### config.mk
export PLATFORM = sky130hd
export DESIGN_NAME = sock_fsm
export DESIGN_NICKNAME = d
export VERILOG_FILES = /design/src/rtl/sock_fsm_pkg.sv /design/src/rtl/sock_fsm.sv
export VERILOG_INCLUDE_DIRS = /design/src /design/src/rtl
export SDC_FILE = /design/constraint.sdc
export NUM_CORES = 1
export LEC_CHECK = 0
export BUFFER_PORTS_ARGS = -buffer_cell sky130_fd_sc_hd__buf_2
export CAP_MARGIN = 10
export CORE_UTILIZATION = 55
export CTS_BUF_LIST = sky130_fd_sc_hd__clkbuf_2
export CTS_CLUSTER_DIAMETER = 40
export DETAILED_ROUTE_END_ITERATION = 6
export GPL_ROUTABILITY_DRIVEN = 0
export GPL_TIMING_DRIVEN = 0
export HOLD_SLACK_MARGIN = 0.12
export PLACE_DENSITY = 0.88
export SYNTH_ARGS = -nofsm -noshare
export SYNTH_HDL_FRONTEND = slang
export SYNTH_SLANG_ARGS = --single-unit
### constraint.sdc
create_clock -name pclk -period 3.6 [get_ports pclk]
set_input_delay 0.54 -clock pclk [delete_from_list [all_inputs] [get_ports pclk]]
set_output_delay 0.54 -clock pclk [all_outputs]
set_load 0.02 [all_outputs]
### src/rtl/sock_fsm_params.svh
// Offsets, codes, field positions and timing counts of the socket state block
`ifndef SOCK_FSM_PARAMS_SVH
`define SOCK_FSM_PARAMS_SVH

// ==========================================================
// Register word indices; byte address is the index times four
`define IDX_SOURCE_PORT     16'h820a
`define IDX_STATE_CODE      16'h8208
`define IDX_COMMAND         16'h8200
`define IDX_MODE            16'h8201
`define IDX_INT_FLAGS       16'h8202
`define IDX_DEST_IP         16'h8214
`define IDX_EVENTS          16'h8203
`define ADDR_OF(i)          ({(i), 2'b00})
`define SOURCE_PORT_RESET   16'h0000

// ==========================================================
// Status codes
`define CODE_RELEASED       8'h00
`define CODE_ARP            8'h01
`define CODE_TCP_OPENED     8'h13
`define CODE_LISTEN         8'h14
`define CODE_REQ_SENT       8'h15
`define CODE_REQ_RECV       8'h16
`define CODE_CONNECTED      8'h17
`define CODE_CLOSING_WAIT   8'h18
`define CODE_LINGER         8'h1b
`define CODE_CLOSE_WAIT     8'h1c
`define CODE_FINAL_ACK      8'h1d
`define CODE_DATAGRAM       8'h22
`define CODE_RAW_IP         8'h32

// ==========================================================
// Commands and modes
`define CMD_OPEN            8'h01
`define CMD_LISTEN          8'h02
`define CMD_CONNECT         8'h04
`define CMD_DISCON          8'h08
`define CMD_CLOSE           8'h10
`define CMD_SEND            8'h20
`define MODE_TCP            4'h1
`define MODE_UDP            4'h2
`define MODE_IPRAW          4'h3

// ==========================================================
// Interrupt flag and event bit positions
`define INT_TIMEOUT_BIT     3
`define INT_DISCON_BIT      1
`define INT_CON_BIT         0
`define EV_SYNACK_RX        0
`define EV_SYN_RX           1
`define EV_SYNACK_TX_DONE   2
`define EV_ACCEPT_FAIL      3
`define EV_FIN_RX           4
`define EV_DISCON_DONE      5
`define EV_TCP_TIMEOUT      6
`define EV_ARP_REPLY        7
`define EV_ARP_TIMEOUT      8
`define EV_FIN_SENT_ACKED   9
`define EV_WIDTH            10

// ==========================================================
// Timing
`define LINGER_TIME_NS      1000
`define CLK_PERIOD_NS       8
`define LINGER_CYCLES       ((`LINGER_TIME_NS + `CLK_PERIOD_NS - 1) / `CLK_PERIOD_NS)

`endif

### src/rtl/sock_fsm_pkg.sv
// Types shared by the socket state block
package sock_fsm_pkg;

	typedef enum logic [3:0] {
		st_released, st_tcp_opened, st_listen, st_req_sent, st_req_recv,
		st_connected, st_close_wait, st_closing_wait, st_linger,
		st_final_ack, st_arp, st_datagram, st_raw_ip
	} sock_state_t;

	typedef struct packed {
		logic        psel;
		logic        penable;
		logic        pwrite;
		logic [17:0] paddr;
		logic [31:0] pwdata;
	} apb_req_t;

	typedef struct packed {
		logic        pready;
		logic        pslverr;
		logic [31:0] prdata;
	} apb_rsp_t;

	typedef struct packed {
		logic        arp_request;
		logic        syn_tx;
		logic        synack_tx;
		logic        fin_tx;
		logic        port_valid;
	} net_action_t;

endpackage : sock_fsm_pkg

### src/rtl/sock_fsm.sv
// Socket transient state machine with APB register slave
`timescale 1ns/1ps
`default_nettype none
`include "sock_fsm_params.svh"

module sock_fsm
	import sock_fsm_pkg::*;
#(
	parameter int LINGER_CYCLES = `LINGER_CYCLES
) (
	input  wire logic                  pclk,
	input  wire logic                  presetn,
	input  wire apb_req_t              apb_req,
	output var  apb_rsp_t              apb_rsp,
	input  wire logic [`EV_WIDTH-1:0]  net_event,
	output var  net_action_t           net_action,
	output var  logic [15:0]           source_port_out
);

	// ==========================================================
	// State
	sock_state_t  state_r, state_nxt;
	sock_state_t  arp_return_r;
	logic [15:0]  socket_source_port_r;
	logic [3:0]   mode_r;
	logic [7:0]   socket_interrupt_flags_r;
	logic [31:0]  socket_dest_ip_r;
	logic [31:0]  resolved_ip_r;
	logic         resolved_valid_r;
	logic [7:0]   cmd;
	logic         cmd_valid;
	logic         timeout_set;
	logic         con_set;
	logic         discon_set;
	logic [15:0]  linger_cnt_r;
	logic         wr_en;
	logic [15:0]  widx;
	logic         setup_phase;

	function automatic logic [7:0] code_of(input sock_state_t s);
		case (s)
			st_tcp_opened:   code_of = `CODE_TCP_OPENED;
			st_listen:       code_of = `CODE_LISTEN;
			st_req_sent:     code_of = `CODE_REQ_SENT;
			st_req_recv:     code_of = `CODE_REQ_RECV;
			st_connected:    code_of = `CODE_CONNECTED;
			st_close_wait:   code_of = `CODE_CLOSE_WAIT;
			st_closing_wait: code_of = `CODE_CLOSING_WAIT;
			st_linger:       code_of = `CODE_LINGER;
			st_final_ack:    code_of = `CODE_FINAL_ACK;
			st_arp:          code_of = `CODE_ARP;
			st_datagram:     code_of = `CODE_DATAGRAM;
			st_raw_ip:       code_of = `CODE_RAW_IP;
			default:         code_of = `CODE_RELEASED;
		endcase
	endfunction : code_of

	// TCP and UDP sockets carry a port; raw IP ignores it
	function automatic logic port_in_use(input logic [3:0] m);
		port_in_use = (m == `MODE_TCP) || (m == `MODE_UDP);
	endfunction : port_in_use

	// Used by the write error path only; the read path decodes the same indices itself
	function automatic logic reg_mapped(input logic [15:0] idx);
		if (idx == `IDX_SOURCE_PORT || idx == `IDX_STATE_CODE || idx == `IDX_MODE) begin
			reg_mapped = 1'b1;
		end else if (idx == `IDX_COMMAND || idx == `IDX_INT_FLAGS || idx == `IDX_DEST_IP) begin
			reg_mapped = 1'b1;
		end else begin
			reg_mapped = 1'b0;
		end
	endfunction : reg_mapped

	// ==========================================================
	// Bus decode
	assign wr_en     = apb_req.psel && apb_req.penable && apb_req.pwrite && apb_rsp.pready;
	assign widx      = apb_req.paddr[17:2];
	assign setup_phase = apb_req.psel && !apb_req.penable;
	assign cmd_valid = wr_en && (widx == `IDX_COMMAND);
	assign cmd       = apb_req.pwdata[7:0];

	// Slave answers one cycle after setup: pready registered on setup
	always_ff @(posedge pclk or negedge presetn) begin
		if (!presetn) begin
			apb_rsp <= '0;
		end else begin
			apb_rsp.pready  <= setup_phase;
			apb_rsp.pslverr <= 1'b0;
			apb_rsp.prdata  <= 32'h0000_0000;
			if (setup_phase && !apb_req.pwrite) begin
				if (widx == `IDX_SOURCE_PORT) begin
					apb_rsp.prdata <= {16'h0000, socket_source_port_r};
				end else if (widx == `IDX_STATE_CODE) begin
					apb_rsp.prdata <= {24'h000000, code_of(state_r)};
				end else if (widx == `IDX_MODE) begin
					apb_rsp.prdata <= {28'h0000000, mode_r};
				end else if (widx == `IDX_INT_FLAGS) begin
					apb_rsp.prdata <= {24'h000000, socket_interrupt_flags_r};
				end else if (widx == `IDX_DEST_IP) begin
					apb_rsp.prdata <= socket_dest_ip_r;
				end else if (widx != `IDX_COMMAND) begin
					apb_rsp.pslverr <= 1'b1;
				end
			end else if (setup_phase) begin
				// Status code writes are dropped quietly, not refused
				if (!reg_mapped(widx)) begin
					apb_rsp.pslverr <= 1'b1;
				end
			end
		end
	end

	// ==========================================================
	// Software registers
	always_ff @(posedge pclk or negedge presetn) begin
		if (!presetn) begin
			socket_source_port_r <= `SOURCE_PORT_RESET;
			mode_r               <= 4'h0;
			socket_dest_ip_r     <= 32'h0000_0000;
		end else if (wr_en) begin
			if (widx == `IDX_SOURCE_PORT) begin
				// Bits 15:8 are the byte at the lower address
				socket_source_port_r <= apb_req.pwdata[15:0];
			end else if (widx == `IDX_MODE) begin
				mode_r <= apb_req.pwdata[3:0];
			end else if (widx == `IDX_DEST_IP) begin
				socket_dest_ip_r <= apb_req.pwdata;
			end
		end
	end

	// ==========================================================
	// Interrupt flags, write one to clear; hardware set wins
	always_ff @(posedge pclk or negedge presetn) begin
		if (!presetn) begin
			socket_interrupt_flags_r <= 8'h00;
		end else begin
			for (int i = 0; i < 8; i++) begin
				if ((i == `INT_TIMEOUT_BIT && timeout_set) || (i == `INT_CON_BIT && con_set)
				    || (i == `INT_DISCON_BIT && discon_set)) begin
					socket_interrupt_flags_r[i] <= 1'b1;
				end else if (wr_en && widx == `IDX_INT_FLAGS && apb_req.pwdata[i]) begin
					socket_interrupt_flags_r[i] <= 1'b0;
				end
			end
		end
	end

	// ==========================================================
	// Next state
	always_comb begin
		state_nxt   = state_r;
		timeout_set = 1'b0;
		con_set     = 1'b0;
		discon_set  = 1'b0;
		case (state_r)
			st_released: begin
				if (cmd_valid && cmd == `CMD_OPEN) begin
					if (mode_r == `MODE_TCP) begin
						state_nxt = st_tcp_opened;
					end else if (mode_r == `MODE_UDP) begin
						state_nxt = st_datagram;
					end else if (mode_r == `MODE_IPRAW) begin
						state_nxt = st_raw_ip;
					end
				end
			end
			st_tcp_opened: begin
				if (cmd_valid && cmd == `CMD_LISTEN) begin
					state_nxt = st_listen;
				end else if (cmd_valid && cmd == `CMD_CONNECT) begin
					state_nxt = st_arp;
				end
			end
			st_listen: begin
				if (net_event[`EV_SYN_RX]) begin
					state_nxt = st_req_recv;
				end
			end
			st_req_sent: begin
				if (net_event[`EV_SYNACK_RX]) begin
					state_nxt = st_connected;
					con_set   = 1'b1;
				end else if (net_event[`EV_TCP_TIMEOUT]) begin
					state_nxt   = st_released;
					timeout_set = 1'b1;
				end
			end
			st_req_recv: begin
				if (net_event[`EV_SYNACK_TX_DONE]) begin
					state_nxt = st_connected;
					con_set   = 1'b1;
				end else if (net_event[`EV_ACCEPT_FAIL] || net_event[`EV_TCP_TIMEOUT]) begin
					state_nxt   = st_released;
					timeout_set = 1'b1;
				end
			end
			st_connected: begin
				if (cmd_valid && cmd == `CMD_DISCON) begin
					state_nxt = st_closing_wait;
				end else if (net_event[`EV_FIN_RX]) begin
					state_nxt  = st_close_wait;
					discon_set = 1'b1;
				end
			end
			st_close_wait: begin
				if (cmd_valid && cmd == `CMD_DISCON) begin
					state_nxt = st_final_ack;
				end
			end
			st_closing_wait: begin
				if (net_event[`EV_FIN_RX]) begin
					state_nxt  = st_linger;
					discon_set = 1'b1;
				end
			end
			st_linger: begin
				if (linger_cnt_r == 16'(LINGER_CYCLES - 1)) begin
					state_nxt = st_released;
				end
			end
			st_final_ack: begin
				if (net_event[`EV_DISCON_DONE] || net_event[`EV_FIN_SENT_ACKED]) begin
					state_nxt = st_released;
				end
			end
			st_arp: begin
				// Origin kept on entry, so both exits know where to go
				if (net_event[`EV_ARP_REPLY]) begin
					state_nxt = (arp_return_r == st_tcp_opened) ? st_req_sent : arp_return_r;
				end else if (net_event[`EV_ARP_TIMEOUT]) begin
					timeout_set = 1'b1;
					state_nxt   = (arp_return_r == st_tcp_opened) ? st_released : arp_return_r;
				end
			end
			st_datagram, st_raw_ip: begin
				if (cmd_valid && cmd == `CMD_SEND
				    && (!resolved_valid_r || resolved_ip_r != socket_dest_ip_r)) begin
					state_nxt = st_arp;
				end
			end
			default: state_nxt = st_released;
		endcase
		// Common exits from the closing-wait, linger and final-ack states (not close-wait)
		if (state_r inside {st_closing_wait, st_linger, st_final_ack}
		    && (net_event[`EV_TCP_TIMEOUT] || net_event[`EV_DISCON_DONE])) begin
			state_nxt   = st_released;
			timeout_set = net_event[`EV_TCP_TIMEOUT];
		end
		if (cmd_valid && cmd == `CMD_CLOSE) begin
			state_nxt = st_released;
		end
	end

	// ==========================================================
	// State registers
	always_ff @(posedge pclk or negedge presetn) begin
		if (!presetn) begin
			state_r      <= st_released;
			arp_return_r <= st_released;
		end else begin
			state_r <= state_nxt;
			if (state_r != st_arp && state_nxt == st_arp)
				arp_return_r <= state_r;
		end
	end

	// ==========================================================
	// Linger timer, counts only while lingering
	always_ff @(posedge pclk or negedge presetn) begin
		if (!presetn) begin
			linger_cnt_r <= 16'h0000;
		end else if (state_r == st_linger) begin
			linger_cnt_r <= linger_cnt_r + 16'h0001;
		end else begin
			linger_cnt_r <= 16'h0000;
		end
	end

	// ==========================================================
	// Resolution cache
	// A new IP forces a fresh lookup
	always_ff @(posedge pclk or negedge presetn) begin
		if (!presetn) begin
			resolved_ip_r    <= 32'h0000_0000;
			resolved_valid_r <= 1'b0;
		end else if (state_r == st_arp && net_event[`EV_ARP_REPLY]) begin
			resolved_ip_r    <= socket_dest_ip_r;
			resolved_valid_r <= 1'b1;
		end else if (state_nxt == st_released) begin
			resolved_valid_r <= 1'b0;
		end
	end

	// ==========================================================
	// Actions toward the network side
	always_ff @(posedge pclk or negedge presetn) begin
		if (!presetn) begin
			net_action <= '0;
		end else begin
			net_action.arp_request <= (state_r != st_arp) && (state_nxt == st_arp);
			net_action.syn_tx      <= (state_r != st_req_sent) && (state_nxt == st_req_sent);
			net_action.synack_tx   <= (state_r != st_req_recv) && (state_nxt == st_req_recv);
			net_action.fin_tx      <= (state_nxt == st_closing_wait || state_nxt == st_final_ack)
			                          && (state_r != state_nxt);
			// Port only meaningful for TCP or UDP sockets
			net_action.port_valid  <= port_in_use(mode_r);
		end
	end

	// ==========================================================
	// Source port toward the network side
	always_ff @(posedge pclk or negedge presetn) begin
		if (!presetn) begin
			source_port_out <= 16'h0000;
		end else begin
			// Raw IP sees zero so a stale port never leaks out
			source_port_out <= port_in_use(mode_r) ? socket_source_port_r : 16'h0000;
		end
	end

endmodule : sock_fsm
`default_nettype wire

* Word level (Yosys, flattened, before mapping)
Memory sizes are Yosys's and may differ from the RTL's. Cells that the tools add are included.
Word-level totals: flip-flop bits (word level) 167, bits in latches 0, bits in writable memories 0, bits in read-only memories 96, input bits 65, output and inout port bits 55, logic and storage cells 179, memories 1
Memories:
- (no name shown) | depth 16, width 6, read ports 1, clocked after memory_dff 0, write ports 0, line sock_fsm.sv:41 | case (s)
Cells by class: add/sub/neg operators 1, multiply operators 0, div/mod/pow operators 0, magnitude comparators 0, equal/unequal tests 40, shift operators 0, mux-type cells 68, bitwise logic cells 2, reduce and logical (&&, ||, !) cells 47
Operator list (count):
- 32-bit 2-to-1 mux | 6
- 16-bit == test (second input constant) | 6
- 4-bit 2-to-1 mux | 24
- 4-bit case mux with 12 select lines | 1
- 1-bit 2-to-1 mux | 32
- 16-bit 2-to-1 mux | 2
- 32-bit inequality test | 1
- 4-bit == test (second input constant) | 7
- 4-bit by 3-bit == test with 1-bit output (second input constant) | 6
- 1-bit logical AND | 23
- 4-bit by 2-bit == test with 1-bit output (second input constant) | 5
- 16-bit by 1-bit adder with 16-bit output (second input constant) | 1
- 16-bit by 7-bit == test with 1-bit output (second input constant) | 1
- 16-bit inequality test (second input constant) | 1
- 4-bit by 1-bit == test with 1-bit output (second input constant) | 3
- 1-bit logical OR | 10
- 8-bit by 1-bit == test with 1-bit output (second input constant) | 1
- 8-bit by 2-bit == test with 1-bit output (second input constant) | 1
- 8-bit by 3-bit == test with 1-bit output (second input constant) | 1
- 8-bit by 4-bit == test with 1-bit output (second input constant) | 1
- 8-bit by 5-bit == test with 1-bit output (second input constant) | 1
- 8-bit by 6-bit == test with 1-bit output (second input constant) | 1
- 4-bit zero test | 2
- 2-bit nonzero test | 4
- other kinds (13) | 17

* Logic depth before layout (Yosys ltp)
Gate-level depths: netlist (run 1).
depth after elaboration 13, depth in mapped cells 12, gate-level depth less buffers 10

* Worst setup path after synthesis (run 1)
Ideal clock, no wire load.
path kind register to register, start point reg state_r[0], end point reg arp_return_r[1], library setup time 0.125 ns, arrival time 2.881 ns, data required time 3.475 ns, path slack 0.594 ns, stages on the path, launching flop included 12, buffers on the path 2, clock period less this slack 3.006 ns, cells stage by stage dfrtp_1 clkbuf_1 inv_1 ha_1 and3b_1 clkbuf_1 a311o_1 nor3_2 o21ai_0 nor4_4 nand3b_4 mux2_4
Between the ends: longest elaborated chain between the ends 9, elaborated cells between the ends (all ways) 42, classes of those cells eq/ne: 14; mux: 23; reduce/logical: 5
RTL lines:
- start: declaration | line sock_fsm.sv:22 | sock_state_t state_r, state_nxt;
- start signal: assignment | line sock_fsm.sv:259 | state_r <= st_released;
- start signal: assignment | line sock_fsm.sv:262 | state_r <= state_nxt;
- 4-bit 2-to-1 mux | line sock_fsm.sv:163 | end else if (mode_r == `MODE_IPRAW) begin
- 4-bit 2-to-1 mux | line sock_fsm.sv:161 | end else if (mode_r == `MODE_UDP) begin
- 4-bit 2-to-1 mux | line sock_fsm.sv:159 | if (mode_r == `MODE_TCP) begin
- 4-bit 2-to-1 mux | line sock_fsm.sv:158 | if (cmd_valid && cmd == `CMD_OPEN) begin
- 4-bit case mux with 12 select lines | line sock_fsm.sv:156 | case (state_r)
- 4-bit 2-to-1 mux | line sock_fsm.sv:245 | if (state_r inside {st_closing_wait, st_linger, st_final_ack}
- 4-bit 2-to-1 mux | line sock_fsm.sv:250 | if (cmd_valid && cmd == `CMD_CLOSE) begin
- 4-bit == test | line sock_fsm.sv:263 | if (state_r != st_arp && state_nxt == st_arp)
- 1-bit logical AND * | line sock_fsm.sv:263
- end signal: assignment | line sock_fsm.sv:260 | arp_return_r <= st_released;
- end signal: assignment | line sock_fsm.sv:264 | arp_return_r <= state_r;
- end: declaration | line sock_fsm.sv:23 | sock_state_t arp_return_r;
Mark *: on every way between the ends. The rest lies on a longest branch, timed or not. A chain may end at the register's enable or synchronous reset.

* Worst setup path after layout (run 1)
start point reg state_r[0], end point reg net_action[1] (netlist bit)
Between the ends: longest elaborated chain between the ends 10, elaborated cells between the ends (all ways) 44, classes of those cells eq/ne: 15; mux: 23; reduce/logical: 6
RTL lines:
- 4-bit 2-to-1 mux | line sock_fsm.sv:163
- 4-bit 2-to-1 mux | line sock_fsm.sv:161
- 4-bit 2-to-1 mux | line sock_fsm.sv:159
- 4-bit 2-to-1 mux | line sock_fsm.sv:158
- 4-bit case mux with 12 select lines | line sock_fsm.sv:156
- 4-bit 2-to-1 mux | line sock_fsm.sv:245
- 4-bit 2-to-1 mux | line sock_fsm.sv:250
- 4-bit by 3-bit == test with 1-bit output / 4-bit == test (equally long branches) | line sock_fsm.sv:304 | net_action.fin_tx <= (state_nxt == st_closing_wait || state_nxt == st_final_ack)
- 1-bit logical OR | line sock_fsm.sv:304
- 1-bit logical AND * | line sock_fsm.sv:305 | && (state_r != state_nxt);
- end: declaration | line sock_fsm.sv:16 | output var net_action_t net_action,
Marks and branches as above.

==> results.yml, run 1 <==
synth:
  synthesis.area_sq_mm: 0.008019
  syn_nets: 762
  synth_top_flop_cell: "dfrtp_1"
  async_reset_ff_share_pct: 100.0
  synth_top_cell_by_area: "dfrtp_1"
  synth_edf_count: 0
  syn_avg_cell_area_sq_um: 11.62
  synthCells: 690
  synth_cell_types: 78
  yosysTopAreaCellShare_pct: 52.11
  yosysSeqAreaShare_pct: 52.11
  synth-seq-cells: 167
  yosysWarnings: 0
  synthTopCellsByArea: "dfrtp_1 (52%), mux2_2 (12%), xnor2_1 (3.5%)"
global_routing:
  overflow: 0
  grt_pass1_vias: 6284
  met1_usage_pct: 35.28
  top_usage_layer: "met2"
  met2_usage_pct: 44.10
  antenna_found_initial: 1
  met3_usage_pct: 6.273
  grt.total_usage_pct: 27.61
  grt_max_degree: 92
  grt_pass1_wl_microns: 31440
cts:
  cts_buffers: 17
  clockBufferDepth: 2
  cts_tree: "built"
  ctsHtreeMaxLevel: 4
  cts-root-buf: "clkbuf_2"
  cts.sinks: 167
  clk_latency_ps: 760
  cts.clk_slew.worst_paths_ps: 230
setup_path:
  required_ps: 4250
  critPathSlowestCell: "dfrtp_1"
  endpoint_kind: "register"
  cpPeakStageDelay_ps: 480
  cp.arrival_ps: 4190
  crit_path_max_fanout: 8
  startpoint: "state_r[0]"
  critical_path_class: "register to register"
  rr_startpoint: "state_r[0]"
  cp-start-kind: "register"
  cp_cell_sequence: "clkbuf_2 > inv_1 > ha_1 > and3b_1 > clkbuf_1 > o21ai_0 > o2111ai_1 > a211o_1 > a211oi_4 > o311ai_0 > o2111a_1 > o221a_1"
timing:
  holdWs_ps: 192.9
  hold_violations: 0
  slew_violations: 0
  tightest_slew_ps: 1130
  slew_headroom_pct: 23.95
  period_share_pct: 98.33
  fin_crit_ps: 3540
  clock.fmax_ghz: 0.2825
  setup_violations: 0
  skew_ps: 35.18
layout:
  nNetsFinal: 933
  layout_commonest_cell: "dfrtp_1"
  stdcell_count: 1054
  fin_util_pct: 67.31
  nFillCells: 1026
  drive_gt1_share_pct: 30.36
  layout_common_cells: "dfrtp_1 (167), buf_2 (118), mux2_2 (84), nand2_1 (37), and2_1 (37)"
  synthToLayoutAreaGrowth_pct: 17.87
die:
  die_height_microns: 122.7
  die_w_microns: 122.7
  start_util_pct: 57.11
  dieArea_sq_mm: 0.01507
  core_sq_mm: 0.01404
  num_io_pins: 120
  rows: 43
routing:
  via_per_inst: 5.979
  wl_per_cell_microns: 18.44
  dr.first_iter.drc_count: 492
  drc: 0
  routed_wl_microns: 19430
  dr.pass1.iters: 5
  num_vias: 6302
  antenna_left: 0
placed_design:
  io_buffers: 112
  post-place-cells: 983
  dp_hpwl_microns: 13440
power:
  power.density_mw_per_mm2: 314.6
  ir_drop_v: 0.0002985
  p_leak_nw: 4.731
run_status:
  status: "complete, no violations"
worst_hold_path:
  hp-start: "apb_req[1]"
  hold_path.class: "input pin to register"
job:
  maxCapViolations: 0
==> power breakdown <==
| part | switching (W) | total [W] | leakage, nW | internal [W] |
|---|---|---|---|---|
| clock network | 0.000676 | 0.000936 | 0.136 | 0.000260 |
| registers | 0.00000134 | 0.00188 | 2.33 | 0.00188 |
| logic | 0.0000886 | 0.000155 | 2.26 | 0.0000661 |
==> stage by stage <==
stage	TNS [ps]	instance area, sq um	worst slack (ps)	power [W]
global route	-0.03020	9452	-0.03020	0.003080
floorplan	0	8019	594.4	0.001945
global placement	-74700	8805	-456.9	0.002032
finish	0	9452	60.05	0.002973
detailed placement	-232.1	8842	-131.4	0.002039
CTS	0	9424	22.57	0.002991
==> area by class of cell <==
type	instances	area (sq um)	area share [%]
timing repair buffer	152	980.9	10.38
multi-input combinational	476	3655	38.67
buffer	33	143.9	1.522
clock buffer	18	90.09	0.9531
inverter	14	52.55	0.5560
clock inverter	13	122.6	1.297
antenna	1	2.502	0.02648
tap	180	225.2	2.383
sequential	167	4179	44.22
==> routing by layer <==
layer,part of all wire [%],up-vias
li1,-,2841
met5,0,-
met1,40,3048
met4,4.0,0
met2,48,331
met3,8.0,82
==> cells in the mapped netlist (all sizes together), types with 3 or more instances <==
library cell	number
nand3b	7
mux2	88
o221ai	4
and2	38
and4	4
or4	3
buf	10
a22o	13
nand2	37
nand3	14
a311oi	3
xor2	13
a211o	3
a21oi	21
clkbuf	23
a21o	5
or2	4
nor4	17
xnor2	32
o21ai	23
nor3	12
nand4b	4
dfrtp	167
a22oi	4
nor3b	6
inv	14
or3	11
and3	6
nor2	36
nand4	14
nand2b	3
ha	7
nor2b	6
==> timing repair <==
| item | CTS | global route |
|---|---|---|
| pin swaps | 0 | 1 |
| buffers inserted | 0 | 3 |
| hold endpoints to repair | 122 | 0 |
| endpoints found under the setup margin | 5 | 7 |
| gates resized for setup | 2 | 6 |
| hold buffers | 36 | 0 |
==> critical path, delay by kind of cell, from the launching register on <==
| kind | cells | cell delay [ps] |
|---|---|---|
| adder cells (fa/ha/maj) | 1 | 340 |
| AO/OA/AOI/OAI | 7 | 1750 |
| AND/OR/NAND/NOR | 1 | 220 |
| buffers and inverters | 3 | 650 |
| flip-flops | 1 | 480 |
==> cell families after synthesis <==
family	after synthesis	share of synthesized area (%)
fa+ha+maj	7	1.092
xor+xnor	45	4.915
buf+inv	47	2.403
compound gates	104	9.440
mux	89	12.67
simple gates	231	17.37
flops	167	52.11
==> flip-flops by register name, indices dropped and copies added, names as in the netlist, 5 cells and up <==
register / cells
apb_rsp: 34
resolved_ip_r: 32
socket_dest_ip_r: 32
linger_cnt_r: 16
socket_source_port_r: 16
source_port_out: 16
net_action: 5
==> worst paths after layout <==
kind	to	slack (ps)	depth (start not counted)
max	net_action[1]	60	12
min	socket_source_port_r[1]	190	2
max reg2reg	net_action[1]	60	12
min reg2reg	source_port_out[14]	540	1
max in group asynchronous	resolved_ip_r[1]	2460	3
min in group asynchronous	linger_cnt_r[8]	290	2
No activity file was read; power rests on OpenSTA's default activity.
==> inputs of run 2 (changes only) <==
--- a/config.mk
+++ b/config.mk
@@ -20,2 +20,3 @@
 export SYNTH_HDL_FRONTEND = slang
 export SYNTH_SLANG_ARGS = --single-unit
+export TNS_END_PERCENT = 1
==> constraint.sdc (replaced) <==
create_clock -name pclk -period 3.6 [get_ports pclk]
set_input_delay 0.18 -clock pclk [delete_from_list [all_inputs] [get_ports pclk]]
set_output_delay 0.18 -clock pclk [all_outputs]
set_load 0.02 [all_outputs]
==> run 2 against run 1 <==
Cell count up 3.6%. Fmax down 0.37%. Critical path depth up 1. Clock skew down 6.6 ps. Die area unchanged. Wire length up 4.0%. Register-to-register slack about the same. Sequential share of layout area down 1.8 points. Flip-flop and latch count unchanged. Sequential power about the same. Core utilization up 2.8 points. Largest power group unchanged.
==> results.yml, run 2 (synthesis gave the netlist of run 1 again) <==
layout:
  synthToLayoutAreaGrowth_pct: 22.83
  seq_area_sq_mm: 0.004179
  largest_register_ffs: 34
  drive_gt1_share_pct: 29.20
  fin_util_pct: 70.14
  layout_commonest_cell: "dfrtp_1"
  top_register: "apb_rsp"
  nNetsFinal: 971
  nFillCells: 968
  multi_input_area_sq_mm: 0.003655
  layout_common_cells: "dfrtp_1 (167), buf_2 (119), mux2_2 (84), dlygate4sd3_1 (73)"
  largestRegisters: "apb_rsp x34, resolved_ip_r x32, socket_dest_ip_r x32"
placed_design:
  io_buffers: 112
  dp_hpwl_microns: 13440
routing:
  via_per_inst: 5.908
  num_vias: 6452
  wl_per_cell_microns: 18.51
  routed_wl_microns: 20220
  drc: 0
  dr.pass1.iters: 6
  antenna_left: 0
  dr.first_iter.drc_count: 588
cts:
  cts_buffers: 17
  clockBufferDepth: 2
  ctsHtreeMaxLevel: 4
  cts-root-buf: "clkbuf_2"
  cts_tree: "built"
  cts.clk_slew.worst_paths_ps: 220
  cts.sinks: 167
  clk_latency_ps: 750
power:
  p_clk_share_pct: 31.3
  p_switching_w: 0.0007749
  p_int_w: 0.002227
  p_comb_share_pct: 6.0
  switching_share_pct: 25.81
  p_leak_nw: 4.902
  ir_drop_v: 0.0002988
  power.density_mw_per_mm2: 304.8
  p_seq_share_pct: 62.7
setup_path:
  critical_path_class: "register to register"
  endpoint_kind: "register"
  rr_startpoint: "state_r[0]"
  r2r_end: "net_action[1]"
  reg2reg_depth: 13
  required_ps: 4240
  crit_path_max_fanout: 8
  cp.arrival_ps: 4200
  regToRegSetupSlack_ps: 50
  cp-start-kind: "register"
job:
  maxCapViolations: 0
global_routing:
  grt_pass1_vias: 6504
  antenna_found_initial: 1
  grt.total_usage_pct: 28.62
  grt_pass1_wl_microns: 32650
  overflow: 0
  grt_max_degree: 92
run_status:
  status: "complete, no violations"
timing:
  period_share_pct: 98.70
  slew_headroom_pct: 26.14
  slew_violations: 0
  hold_violations: 0
  setup_violations: 0
  holdWs_ps: 186.8
  skew_ps: 28.57
  fin_crit_ps: 3553
  clock.fmax_ghz: 0.2814
  tightest_slew_ps: 1098
die:
  num_io_pins: 120
  die_height_microns: 122.7
  dieArea_sq_mm: 0.01507
  start_util_pct: 57.11
  rows: 43
  die_w_microns: 122.7
  core_sq_mm: 0.01404
worst_hold_path:
  hold_path.class: "input pin to register"
  min_to: "socket_dest_ip_r[23]"
  hp-start: "apb_req[23]"
  whs_path_depth: 3
[run 2: worst max-delay path by stage]
| stage | to | slack, ps | depth (start not counted) | startpoint |
|---|---|---|---|---|
| 5_1_grt | resolved_valid_r | -60 | 13 | state_r[0] |
| 3_3_place_gp | net_action[1] | -110 | 12 | state_r[0] |
| 6_report | net_action[1] | 50 | 13 | state_r[0] |
| 4_1_cts | net_action[1] | 20 | 12 | state_r[1] |
| 2_1_floorplan | arp_return_r[1] | 590 | 11 | state_r[0] |
| 3_5_place_dp | net_action[1] | -130 | 12 | state_r[0] |
[run 2: power by group through the flow]
stage               combinational (W)  sequential [W]  clock [W]
finish                       0.000179         0.00188   0.000940
floorplan                   0.0000288         0.00192          0
global placement             0.000118         0.00191          0
detailed placement           0.000125         0.00191          0
global route                 0.000197         0.00188    0.00103
CTS                          0.000178         0.00188   0.000954
[run 2: critical path, stage by stage, from the launching register on]
cell	delay [ps]
dfrtp_1	470
buf_2	250
inv_1	180
ha_1	320
and3b_1	210
clkbuf_1	210
o21ai_0	190
o2111ai_1	180
a211o_1	340
a211oi_4	360
buf_4	190
nor2_1	60
xor2_1	180
o221a_1	310
[run 2: metrics by stage]
stage | setup WS (ps) | std cells | TNS, ps | instance area (sq um) | power (W)
after detailed placement | -131.4 | 983 | -131.4 | 8842 | 0.002039
after global placement | -109.0 | 982 | -14580 | 8805 | 0.002032
after floorplan | 594.4 | 690 | 0 | 8019 | 0.001945
after global routing | -61.53 | 1092 | -89.21 | 9849 | 0.003110
final | 46.81 | 1092 | 0 | 9849 | 0.003002
after CTS | 22.57 | 1088 | 0 | 9822 | 0.003014
[run 2: cell type report]
type	instances	area share [%]
diodes	1	0.02541
plain buffers	33	1.461
clock buffers	18	0.9146
clock inverters	13	1.245
inverters	14	0.5335
multi-input cells	476	37.11
flip-flops and latches	167	42.43
well taps	180	2.287
repair buffers	190	14.00
[run 2: per-layer routing]
layer | wire length [microns] | global-route usage (%) | up-vias
met5 | 0 | 0 | -
met4 | 772 | 14.18 | 0
met3 | 1414 | 6.087 | 71
met2 | 9713 | 46.42 | 317
met1 | 8315 | 36.37 | 3150
li1 | - | - | 2914
[run 2: what timing repair did]
action                                  CTS  global route
pin swaps                                 0             1
hold buffers                             74             0
hold endpoints to repair                247             0
endpoints found under the setup margin    5             8
resized for setup                         2             8
buffers inserted                          0             3
